==> src/logic/spt_pkg.sv <==
// Constants, formats and register map of the SSI position transmitter.
// Assumes a 10 MHz core clock and an APB master with 32-bit data.
//
// Overview of operation
// - Rising link edges shift bits out, MSB first
// - Frame ends after 20 us without edges
// - 24-bit-with-error: 24 data bits plus error bit
// - Plain 24-bit formats send 24 data bits
// - 25-bit formats send 25 data bits only
// - Status formats: 24 data bits, 8 status bits
// - Status one to four: inputs, laser, heater
// - Status five to eight: warnings and errors
// - Whole-word gray encodes data plus error bit
// - Warning only: real value plus warning flag
// - Measurement fault: value zero plus error
// - Extrapolate with plausibility warning during suppression
// - Warnings and errors are never latched

package spt_pkg;

  // ----------------------------------------------------------------
  // Frame formats
  // ----------------------------------------------------------------
  typedef enum logic [3:0] {
    GRAY24_WITH_ERROR_FORMAT = 4'h0,
    BINARY24_WITH_ERROR_FORMAT = 4'h1,
    GRAY24_FORMAT = 4'h2,
    BINARY24_FORMAT = 4'h3,
    GRAY25_FORMAT = 4'h4,
    BINARY25_FORMAT = 4'h5,
    GRAY24_PLUS_STATUS_FORMAT = 4'h6,
    BINARY24_PLUS_STATUS_FORMAT = 4'h7,
    WHOLE_WORD_GRAY_FORMAT = 4'h8
  } spt_format_t;

  typedef enum logic {
    SPT_IDLE = 1'b0,
    SPT_FRAME = 1'b1
  } spt_state_t;

  localparam int unsigned FRAME_LEN_24 = 24;
  localparam int unsigned FRAME_LEN_25 = 25;
  localparam int unsigned FRAME_LEN_32 = 32;
  localparam int unsigned DATA_W = 25;
  localparam int unsigned WORD_W = 32;

  // ----------------------------------------------------------------
  // Timing
  // ----------------------------------------------------------------
  localparam int unsigned CLK_PERIOD_NS = 100;
  localparam int unsigned MONOFLOP_NS = 20000;
  localparam int unsigned MONOFLOP_CYCLES = MONOFLOP_NS / CLK_PERIOD_NS;

  // ----------------------------------------------------------------
  // Register map (byte addresses) and reset values
  // ----------------------------------------------------------------
  localparam int unsigned ADDR_W = 8;
  localparam logic [ADDR_W-1:0] CTRL_OFFSET = 8'h00;
  localparam logic [ADDR_W-1:0] SUPPRESS_OFFSET = 8'h04;
  localparam logic [ADDR_W-1:0] STATUS_OFFSET = 8'h08;
  localparam logic [ADDR_W-1:0] CAPTURE_OFFSET = 8'h0C;
  localparam logic [3:0] CTRL_RESET = 4'h0;
  localparam logic [31:0] SUPPRESS_RESET = 32'h000003E8;
  localparam int unsigned CTRL_FMT_LSB = 0;
  localparam int unsigned STAT_FRAME_BIT = 0;
  localparam int unsigned STAT_SUPP_BIT = 1;
  localparam int unsigned STAT_ERR_BIT = 2;
  localparam int unsigned STAT_FMT_LSB = 4;
  localparam int unsigned STAT_CNT_LSB = 8;

endpackage : spt_pkg

==> src/logic/spt_sync.sv <==
// Two-flop synchroniser with edge detection for the SSI link clock.
// Assumes the input is asynchronous to clk; edges come from flop two.
`timescale 1ns/100ps
`default_nettype none

module spt_sync (
  input wire logic clk,
  input wire logic rst,
  input wire logic ce,
  input wire logic async_in,
  output logic rise,
  output logic fall
);

  logic meta_q;
  logic sync_q;
  logic last_q;

  // ----------------------------------------------------------------
  // Flop one is read only by flop two
  // ----------------------------------------------------------------
  always_ff @(posedge clk) begin
    if (rst) begin
      meta_q <= 1'b1;
      sync_q <= 1'b1;
      last_q <= 1'b1;
    end else if (ce) begin
      meta_q <= async_in;
      sync_q <= meta_q;
      last_q <= sync_q;
    end
  end

  assign rise = ce & sync_q & ~last_q;
  assign fall = ce & ~sync_q & last_q;

endmodule : spt_sync

`default_nettype wire

==> src/logic/spt_transmitter.sv <==
// SSI slave transmitter: frames the position word and shifts it out.
// Assumes position and condition inputs come from logic on CLK and
// that the SSI clock pin is asynchronous.
//
// Register access over APB and the placing of the registers are this design's own decisions.
`timescale 1ns/100ps
`default_nettype none

module spt_transmitter
  import spt_pkg::*;
#(
  parameter int unsigned MONO_CYCLES = MONOFLOP_CYCLES
) (
  input wire logic CLK,
  input wire logic RST,
  input wire logic CE,
  // APB slave
  input wire logic PSEL,
  input wire logic PENABLE,
  input wire logic PWRITE,
  input wire logic [ADDR_W-1:0] PADDR,
  input wire logic [31:0] PWDATA,
  output logic [31:0] PRDATA,
  output logic PREADY,
  output logic PSLVERR,
  // SSI link
  input wire logic SSI_CLOCK,
  output logic SSI_DATA,
  // Measurement and conditions
  input wire logic [DATA_W-1:0] POSITION,
  input wire logic [DATA_W-1:0] EXTRAPOLATED_POSITION,
  input wire logic MULTIFUNCTION_INPUT_ONE,
  input wire logic MULTIFUNCTION_INPUT_TWO,
  input wire logic LASER_ACTIVE,
  input wire logic HEATER_ACTIVE,
  input wire logic TEMPERATURE_WARNING,
  input wire logic LEVEL_WARNING,
  input wire logic PLAUSIBILITY_WARNING,
  input wire logic LASER_WARNING,
  input wire logic TEMPERATURE_ERROR,
  input wire logic LEVEL_ERROR,
  input wire logic PLAUSIBILITY_ERROR,
  input wire logic LASER_ERROR
);

  // ----------------------------------------------------------------
  // Helpers
  // ----------------------------------------------------------------
  function automatic logic [DATA_W-1:0] to_gray(
    input logic [DATA_W-1:0] bin
  );
    to_gray = bin ^ (bin >> 1);
  endfunction : to_gray

  function automatic logic [5:0] frame_len(input spt_format_t fmt);
    unique case (fmt)
      GRAY24_FORMAT, BINARY24_FORMAT: frame_len = 6'(FRAME_LEN_24);
      GRAY24_PLUS_STATUS_FORMAT, BINARY24_PLUS_STATUS_FORMAT:
        frame_len = 6'(FRAME_LEN_32);
      default: frame_len = 6'(FRAME_LEN_25);
    endcase
  endfunction : frame_len

  // ----------------------------------------------------------------
  // Link clock edges
  // ----------------------------------------------------------------
  logic link_rise;
  logic link_fall;

  spt_sync u_sync (
    .clk(CLK),
    .rst(RST),
    .ce(CE),
    .async_in(SSI_CLOCK),
    .rise(link_rise),
    .fall(link_fall)
  );

  // ----------------------------------------------------------------
  // Registers
  // ----------------------------------------------------------------
  spt_format_t format_q;
  logic [31:0] suppress_time_q;
  logic [31:0] suppress_cnt_q;
  spt_state_t state_q;
  spt_state_t state_d;
  logic [WORD_W-1:0] shift_q;
  logic [WORD_W-1:0] capture_q;
  spt_format_t frame_fmt_q;
  logic [5:0] bits_left_q;
  logic [$clog2(MONO_CYCLES+1)-1:0] mono_q;
  logic data_q;
  logic [31:0] prdata_q;
  logic pready_q;
  logic pslverr_q;

  // ----------------------------------------------------------------
  // Fault handling
  // ----------------------------------------------------------------
  // Conditions are taken live from the inputs so nothing is held
  // after it clears; only the suppression timer keeps history.
  logic fault;
  logic suppress_expired;
  logic suppressing;
  logic error_reported;
  logic [DATA_W-1:0] reported_pos;
  logic [7:0] status_byte;

  assign fault = TEMPERATURE_ERROR | LEVEL_ERROR | PLAUSIBILITY_ERROR |
                 LASER_ERROR;
  assign suppress_expired = (suppress_cnt_q >= suppress_time_q);
  assign suppressing = fault & ~suppress_expired;
  assign error_reported = fault & suppress_expired;

  always_ff @(posedge CLK) begin
    if (RST) begin
      suppress_cnt_q <= 32'h00000000;
    end else if (CE) begin
      if (!fault) begin
        suppress_cnt_q <= 32'h00000000;
      end else if (!suppress_expired) begin
        suppress_cnt_q <= suppress_cnt_q + 32'h00000001;
      end
    end
  end

  always_comb begin
    if (error_reported) begin
      reported_pos = '0;
    end else if (suppressing) begin
      reported_pos = EXTRAPOLATED_POSITION;
    end else begin
      reported_pos = POSITION;
    end
  end

  always_comb begin
    status_byte[0] = MULTIFUNCTION_INPUT_ONE;
    status_byte[1] = MULTIFUNCTION_INPUT_TWO;
    status_byte[2] = LASER_ACTIVE;
    status_byte[3] = HEATER_ACTIVE;
    status_byte[4] = TEMPERATURE_WARNING | LEVEL_WARNING |
                     PLAUSIBILITY_WARNING | suppressing;
    status_byte[5] = LASER_WARNING;
    status_byte[6] = error_reported & (TEMPERATURE_ERROR | LEVEL_ERROR |
                     PLAUSIBILITY_ERROR);
    status_byte[7] = error_reported & LASER_ERROR;
  end

  // ----------------------------------------------------------------
  // Frame word, left aligned so the MSB is bit 31
  // ----------------------------------------------------------------
  logic [WORD_W-1:0] frame_word;
  logic [DATA_W-1:0] data24;
  logic [DATA_W-1:0] with_err;

  assign data24 = {1'b0, reported_pos[23:0]};
  assign with_err = {reported_pos[23:0], error_reported};

  always_comb begin
    frame_word = '0;
    unique case (format_q)
      GRAY24_WITH_ERROR_FORMAT:
        frame_word = ({to_gray(data24), 7'h00} << 1) |
                     {24'h000000, error_reported, 7'h00};
      BINARY24_WITH_ERROR_FORMAT:
        frame_word = {with_err, 7'h00};
      GRAY24_FORMAT:
        frame_word = {to_gray(data24), 7'h00} << 1;
      BINARY24_FORMAT:
        frame_word = {reported_pos[23:0], 8'h00};
      GRAY25_FORMAT:
        frame_word = {to_gray(reported_pos), 7'h00};
      BINARY25_FORMAT:
        frame_word = {reported_pos, 7'h00};
      GRAY24_PLUS_STATUS_FORMAT:
        frame_word = {to_gray(data24), 7'h00} << 1 |
                     {24'h000000, status_byte};
      BINARY24_PLUS_STATUS_FORMAT:
        frame_word = {reported_pos[23:0], status_byte};
      WHOLE_WORD_GRAY_FORMAT:
        frame_word = {to_gray(with_err), 7'h00};
      default:
        frame_word = {with_err, 7'h00};
    endcase
  end

  // ----------------------------------------------------------------
  // Frame state and monoflop
  // ----------------------------------------------------------------
  logic link_edge;
  logic mono_expired;

  assign link_edge = link_rise | link_fall;
  assign mono_expired = (mono_q == ($bits(mono_q))'(MONO_CYCLES - 1));

  always_comb begin
    state_d = state_q;
    unique case (state_q)
      SPT_IDLE: begin
        if (link_edge) begin
          state_d = SPT_FRAME;
        end
      end
      SPT_FRAME: begin
        if (!link_edge && mono_expired) begin
          state_d = SPT_IDLE;
        end
      end
    endcase
  end

  always_ff @(posedge CLK) begin
    if (RST) begin
      state_q <= SPT_IDLE;
    end else if (CE) begin
      state_q <= state_d;
    end
  end

  // Any edge retriggers; a slow master below the rate limits ends
  // the frame early, so the rate floor is a hard limit.
  always_ff @(posedge CLK) begin
    if (RST) begin
      mono_q <= '0;
    end else if (CE) begin
      if (state_q == SPT_IDLE || link_edge) begin
        mono_q <= '0;
      end else if (!mono_expired) begin
        mono_q <= mono_q + 1'b1;
      end
    end
  end

  // ----------------------------------------------------------------
  // Capture and shift
  // ----------------------------------------------------------------
  always_ff @(posedge CLK) begin
    if (RST) begin
      shift_q <= '0;
      capture_q <= '0;
      frame_fmt_q <= GRAY24_WITH_ERROR_FORMAT;
      bits_left_q <= 6'h00;
    end else if (CE) begin
      if (state_q == SPT_IDLE && link_edge) begin
        capture_q <= frame_word;
        frame_fmt_q <= format_q;
        if (link_rise) begin
          shift_q <= frame_word << 1;
          bits_left_q <= frame_len(format_q) - 6'h01;
        end else begin
          shift_q <= frame_word;
          bits_left_q <= frame_len(format_q);
        end
      end else if (state_q == SPT_FRAME && link_rise) begin
        shift_q <= shift_q << 1;
        if (bits_left_q != 6'h00) begin
          bits_left_q <= bits_left_q - 6'h01;
        end
      end
    end
  end

  // Past the last bit the line reads low until the monoflop ends.
  always_ff @(posedge CLK) begin
    if (RST) begin
      data_q <= 1'b1;
    end else if (CE) begin
      if (link_rise && (state_q == SPT_IDLE)) begin
        data_q <= frame_word[WORD_W-1];
      end else if (link_rise) begin
        data_q <= shift_q[WORD_W-1];
      end else if (state_d == SPT_IDLE) begin
        data_q <= 1'b1;
      end
    end
  end

  // ----------------------------------------------------------------
  // APB slave, one wait state
  // ----------------------------------------------------------------
  logic apb_access;
  logic apb_done;
  logic addr_ok;
  logic [31:0] read_word;

  assign apb_access = PSEL & PENABLE;
  assign apb_done = apb_access & pready_q;
  assign addr_ok = (PADDR == CTRL_OFFSET) || (PADDR == SUPPRESS_OFFSET) ||
                   (PADDR == STATUS_OFFSET) || (PADDR == CAPTURE_OFFSET);

  always_comb begin
    read_word = 32'h00000000;
    unique case (PADDR)
      CTRL_OFFSET: read_word[CTRL_FMT_LSB +: 4] = format_q;
      SUPPRESS_OFFSET: read_word = suppress_time_q;
      STATUS_OFFSET: begin
        read_word[STAT_FRAME_BIT] = (state_q == SPT_FRAME);
        read_word[STAT_SUPP_BIT] = suppressing;
        read_word[STAT_ERR_BIT] = error_reported;
        read_word[STAT_FMT_LSB +: 4] = frame_fmt_q;
        read_word[STAT_CNT_LSB +: 6] = bits_left_q;
      end
      CAPTURE_OFFSET: read_word = capture_q;
      default: read_word = 32'h00000000;
    endcase
  end

  always_ff @(posedge CLK) begin
    if (RST) begin
      pready_q <= 1'b0;
      pslverr_q <= 1'b0;
      prdata_q <= 32'h00000000;
    end else if (CE) begin
      pready_q <= apb_access & ~pready_q;
      pslverr_q <= apb_access & ~pready_q & ~addr_ok;
      if (apb_access && !pready_q && !PWRITE) begin
        prdata_q <= read_word;
      end
    end
  end

  // Format changes apply at the next capture, never mid-frame.
  always_ff @(posedge CLK) begin
    if (RST) begin
      format_q <= spt_format_t'(CTRL_RESET);
      suppress_time_q <= SUPPRESS_RESET;
    end else if (CE && apb_done && PWRITE) begin
      if (PADDR == CTRL_OFFSET) begin
        format_q <= spt_format_t'(PWDATA[CTRL_FMT_LSB +: 4]);
      end
      if (PADDR == SUPPRESS_OFFSET) begin
        suppress_time_q <= PWDATA;
      end
    end
  end

  assign PRDATA = prdata_q;
  assign PREADY = pready_q;
  assign PSLVERR = pslverr_q;
  assign SSI_DATA = data_q;

endmodule : spt_transmitter

`default_nettype wire

==> config.mk <==
export PLATFORM = sky130hd
export DESIGN_NAME = spt_transmitter
export DESIGN_NICKNAME = d
export VERILOG_FILES = /design/src/logic/spt_pkg.sv /design/src/logic/spt_sync.sv /design/src/logic/spt_transmitter.sv
export SDC_FILE = /design/constraint.sdc
export NUM_CORES = 1
export LEC_CHECK = 0
export BUFFER_PORTS_ARGS = -buffer_cell sky130_fd_sc_hd__buf_2
export CAP_MARGIN = 20
export CORE_MARGIN = 2
export CORE_UTILIZATION = 30
export DETAILED_ROUTE_END_ITERATION = 10
export PLACE_DENSITY = 0.61
export SYNTH_ARGS = -nofsm -noshare
export SYNTH_HDL_FRONTEND = slang
export SYNTH_SLANG_ARGS = --single-unit
==> constraint.sdc <==
create_clock -name CLK -period 2.9 [get_ports CLK]
set_clock_uncertainty 0.15 [all_clocks]
set_input_delay 0.29 -clock CLK [delete_from_list [all_inputs] [get_ports CLK]]
set_output_delay 0.29 -clock CLK [all_outputs]
set_load 0.05 [all_outputs]
==> impl_results.md <==
- CP Data Required Time: 3.07 ns
- Num Clock Sinks: around 190
- Antenna-violating nets left: 0
- Max-slew violation count: 0
- Maximum vdd drop: 0.366 mV
- Distinct cells, synth: 92
- Mux contribution to synthesized area: roughly 1.6%
- Worst-path clk slew: roughly 0.08 ns
- Area share of the largest cell type after synthesis: 33.6%
- Net count after synthesis: 1615
- Critical-path top delay cell: or4_4
- CTS Buf Count: 17
- First-pass GRT wire length: 66.6 mm
- Die width: 198 µm
- Max Cap Violations: 0
- Pre-antenna DRT Iters: 6
- Post-synth EDFFs: 0
- Startpoint Class: flip-flop
- Critical path arrival: 3.39 ns
- Layout cells sized above 1: around 34%
- Crit Path Max Fanout: 6
- Synth async-reset ratio: 0%
- Sequential fraction of the synthesis area: 33.6%
- Setup CP Type: reg -> reg
- # IOs: 144
- Post-route cell area: around 16000 µm²
- Status: finished, violations left
- # fillers: ~3700
- Vias in the first global route: 12000
- CTS root buffer: clkbuf_16
- CP most frequent cell: buf_4
- Relative slew slack: 42.8%
- Post-layout min period: roughly 3.2 ns
- Slew @ Worst Pin: 0.857 ns
- Starting DRT DRC Count: 1150
- Initial antenna violation count: 1
- Pwr Density: approximately 380 nW/µm²
- CTS tree: done
- Number of port buffers: 143
- Final Non-Filler Cells: 2251
- Pin count of the biggest net entering global routing: 71
- Endpoints failing setup: 82
- Rows: 71
- Drt drc: 0
- Final nets: 1908
- Number of placed cells counting well taps: 2155
- Placed instance area: between 10000 and 15000 µm²
- Final Hold Fails: 0
- Gp weighted congestion: ~0.90
- Setup ws final: -0.329 ns
- Unrepaired setup endpoints after global routing: true
- Gr usage total: a little over a fifth
- Xor/xnor share of the synthesized area: 5.20%
- Synth warn: 0
- R2R cell count: 13
- WP depth: 13
- H-tree Lvls: 4
- Critical path cell sequence: inv_4, ha_4, nand4_4, or4_4, a21oi_4, o31a_4, nor3_4, buf_4, a22oi_2, xnor2_1, a222oi_1, buf_4, o22ai_2
- CP endpoint: shift_q[31]
- Core box area: 37300 µm²
- Synthesized-area fraction occupied by and/or/nand/nor cells: around 22%
- Post-synthesis compound-gate area fraction: roughly 27%
- Die Span Y: a little under 200 µm
- Syn-to-layout area delta: 40.8%
- Leakage: ~0.0062 µW
- Crit end category: flip-flop
- Wire per inst: 19.2 µm
- Skew-Pair Late Insertion Delay: 0.44 ns
- Vias/cell: 5.50
- Worst r2r dst: shift_q[31]
- Largest stage delay on the critical path: 0.59 ns
- Final TNS setup: -11.86 ns
- Cell family with most CP delay: compound AO/OA/AOI/OAI gates
- Flops & latches, synth: 189
- Pre-CTS setup slack: -0.411 ns
- Post-Synth Adder-Cell Area: 4.08%
- Final period utilization: 111%
- Initial core utilization: 30.2%
- Ys flop type: dfxtp_1
- Worst path buffer plus inverter count: 3
- Gr ovfl total: 0
- WL final: 43.1 mm
- Synthesized cell area: 11300 µm²
- Largest family of logic cells by synthesized area: compound AO/OA/AOI/OAI gates
- Failing checks: setup timing
- Setup slack, reg-to-reg: -0.33 ns
- Max Clk Rate: 0.310 GHz
- Worst hold path class: in -> reg
- Reg-to-Reg Start: suppress_time_q[31]
- Worst-case clock buffer depth: 2
- Post-DP HPWL: ~30 mm
- Cell accounting for the most synthesized area: dfxtp_1
- Post-synthesis cell count: approximately 1500
- Via count: around 12000
- Top cells by area, synth: dfxtp_1, nand2_1, nor2_1
- Die ar.: 39200 µm²
- Critical Path Source: suppress_time_q[31]
- Final core occ: 42.5%
- Mean Syn Cell Area: 7.67 µm²
cells in the final DEF (no fill, tap or decap), types with 18 or more instances in the layout:
cell,n
a21oi_1,97
a22oi_1,44
buf_2,142
buf_4,181
buf_6,27
dfxtp_1,171
dfxtp_2,18
dlygate4sd3_1,33
ha_4,19
inv_1,37
nand2_1,196
nand3_1,37
nor2_1,162
nor3_1,23
o21ai_0,83
xnor2_1,37
xor2_1,29
synth_stat cells, types with 36 or more instances:
| master | number |
|---|---|
| nand2_1 | 201 |
| dfxtp_1 | 189 |
| nor2_1 | 171 |
| a21oi_1 | 115 |
| clkbuf_1 | 98 |
| o21ai_0 | 97 |
| inv_1 | 52 |
| a22oi_1 | 50 |
| nand3_1 | 45 |
| nor3_1 | 38 |
| xnor2_1 | 38 |
| ha_1 | 36 |
final cells by class:
| class | count | area (µm²) | share of cell area, % |
|---|---|---|---|
| multi-input cells | 1111 | 7840 | 49.4 |
| flip-flops and latches | 189 | 3810 | 24.0 |
| repair buffers | 391 | 2880 | 18.1 |
| well taps | 474 | 593 | 3.74 |
| clock buffers | 18 | 439 | 2.77 |
| inverters | 53 | 201 | 1.27 |
| clock inverters | 13 | 110 | 0.694 |
| diodes | 2 | 5.00 | 0.0315 |
worst reg2reg max path, delay by kind of cell (launching register included):
| kind | cells | cell delay, ns |
|---|---|---|
| AOI/OAI and AO/OA | 5 | 1.03 |
| and+or+nand+nor | 3 | 0.80 |
| buffers and inverters | 3 | 0.40 |
| DFF | 1 | 0.35 |
| adders and majority gates | 1 | 0.28 |
| xor gates and xnor gates | 1 | 0.11 |
power by group:
group / switching (µW) / internal, µW / total [µW]
Combinational: 592 / 440 / 1030
Sequential: 54.4 / 2670 / 2720
Clock: 1130 / 1140 / 2270
Total: 1770 / 4250 / 6020
timing repair:
action,4_1_cts,5_1_grt
pin swaps,68,52
gates resized for setup,147,92
setup endpoints to repair,85,87
hold endpoints to repair,34,0
hold buffers,33,0
cloned,4,0
setup buffers,23,10
cell families (layout without fill, tap and decap cells):
kind of cell | count (synthesis) | count (layout)
XOR/XNOR | 67 | 67
other | 0 | 2
adder cells (fa/ha/maj) | 37 | 37
AND/OR/NAND/NOR | 549 | 550
multiplexers | 14 | 14
AO/OA/AOI/OAI | 443 | 443
buffers and inverters | 171 | 475
flip-flops | 189 | 189
per-stage QoR:
| step | total power [µW] | hold slack, ns |
|---|---|---|
| 3_3_place_gp | 3640 | 0.294 |
| 3_5_place_dp | 3650 | 0.300 |
| 4_1_cts | 5990 | 0.00283 |
| 6_report | 6020 | 0.0110 |
| 5_1_grt | 6250 | 0.0157 |
| 2_1_floorplan | 3280 | 0.268 |
flip-flops by register name, indices dropped and copies added (netlist names):
register	cells
u_sync.sync_q	1
PSLVERR	1
mono_q	8
bits_left_q	6
u_sync.last_q	1
suppress_time_q	32
SSI_DATA	1
PRDATA	32
format_q	4
frame_fmt_q	4
PREADY	1
u_sync.meta_q	1
suppress_cnt_q	32
state_q	1
shift_q	32
capture_q	32
worst min path at each step:
stage                            start                  end  slack, ns  depth (start not counted)
2_1_floorplan                SSI_CLOCK        u_sync.meta_q       0.27                          2
3_3_place_gp       suppress_time_q[24]  suppress_time_q[24]       0.29                          2
3_5_place_dp       suppress_time_q[28]  suppress_time_q[28]       0.30                          2
4_1_cts        MULTIFUNCTION_INPUT_TWO         capture_q[1]      0.003                          3
5_1_grt                     PWDATA[14]  suppress_time_q[14]       0.02                          3
6_report       MULTIFUNCTION_INPUT_TWO         capture_q[1]       0.01                          3
layer usage:
metal	global-route usage, %	part of all wire [%]	up-vias
li1	-	-	5860
met1	28.5	44	5932
met2	35.7	46	479
met3	3.10	5.1	113
met4	9.50	4.3	0
met5	0	0	-
Power figures use the tool's default switching activity.
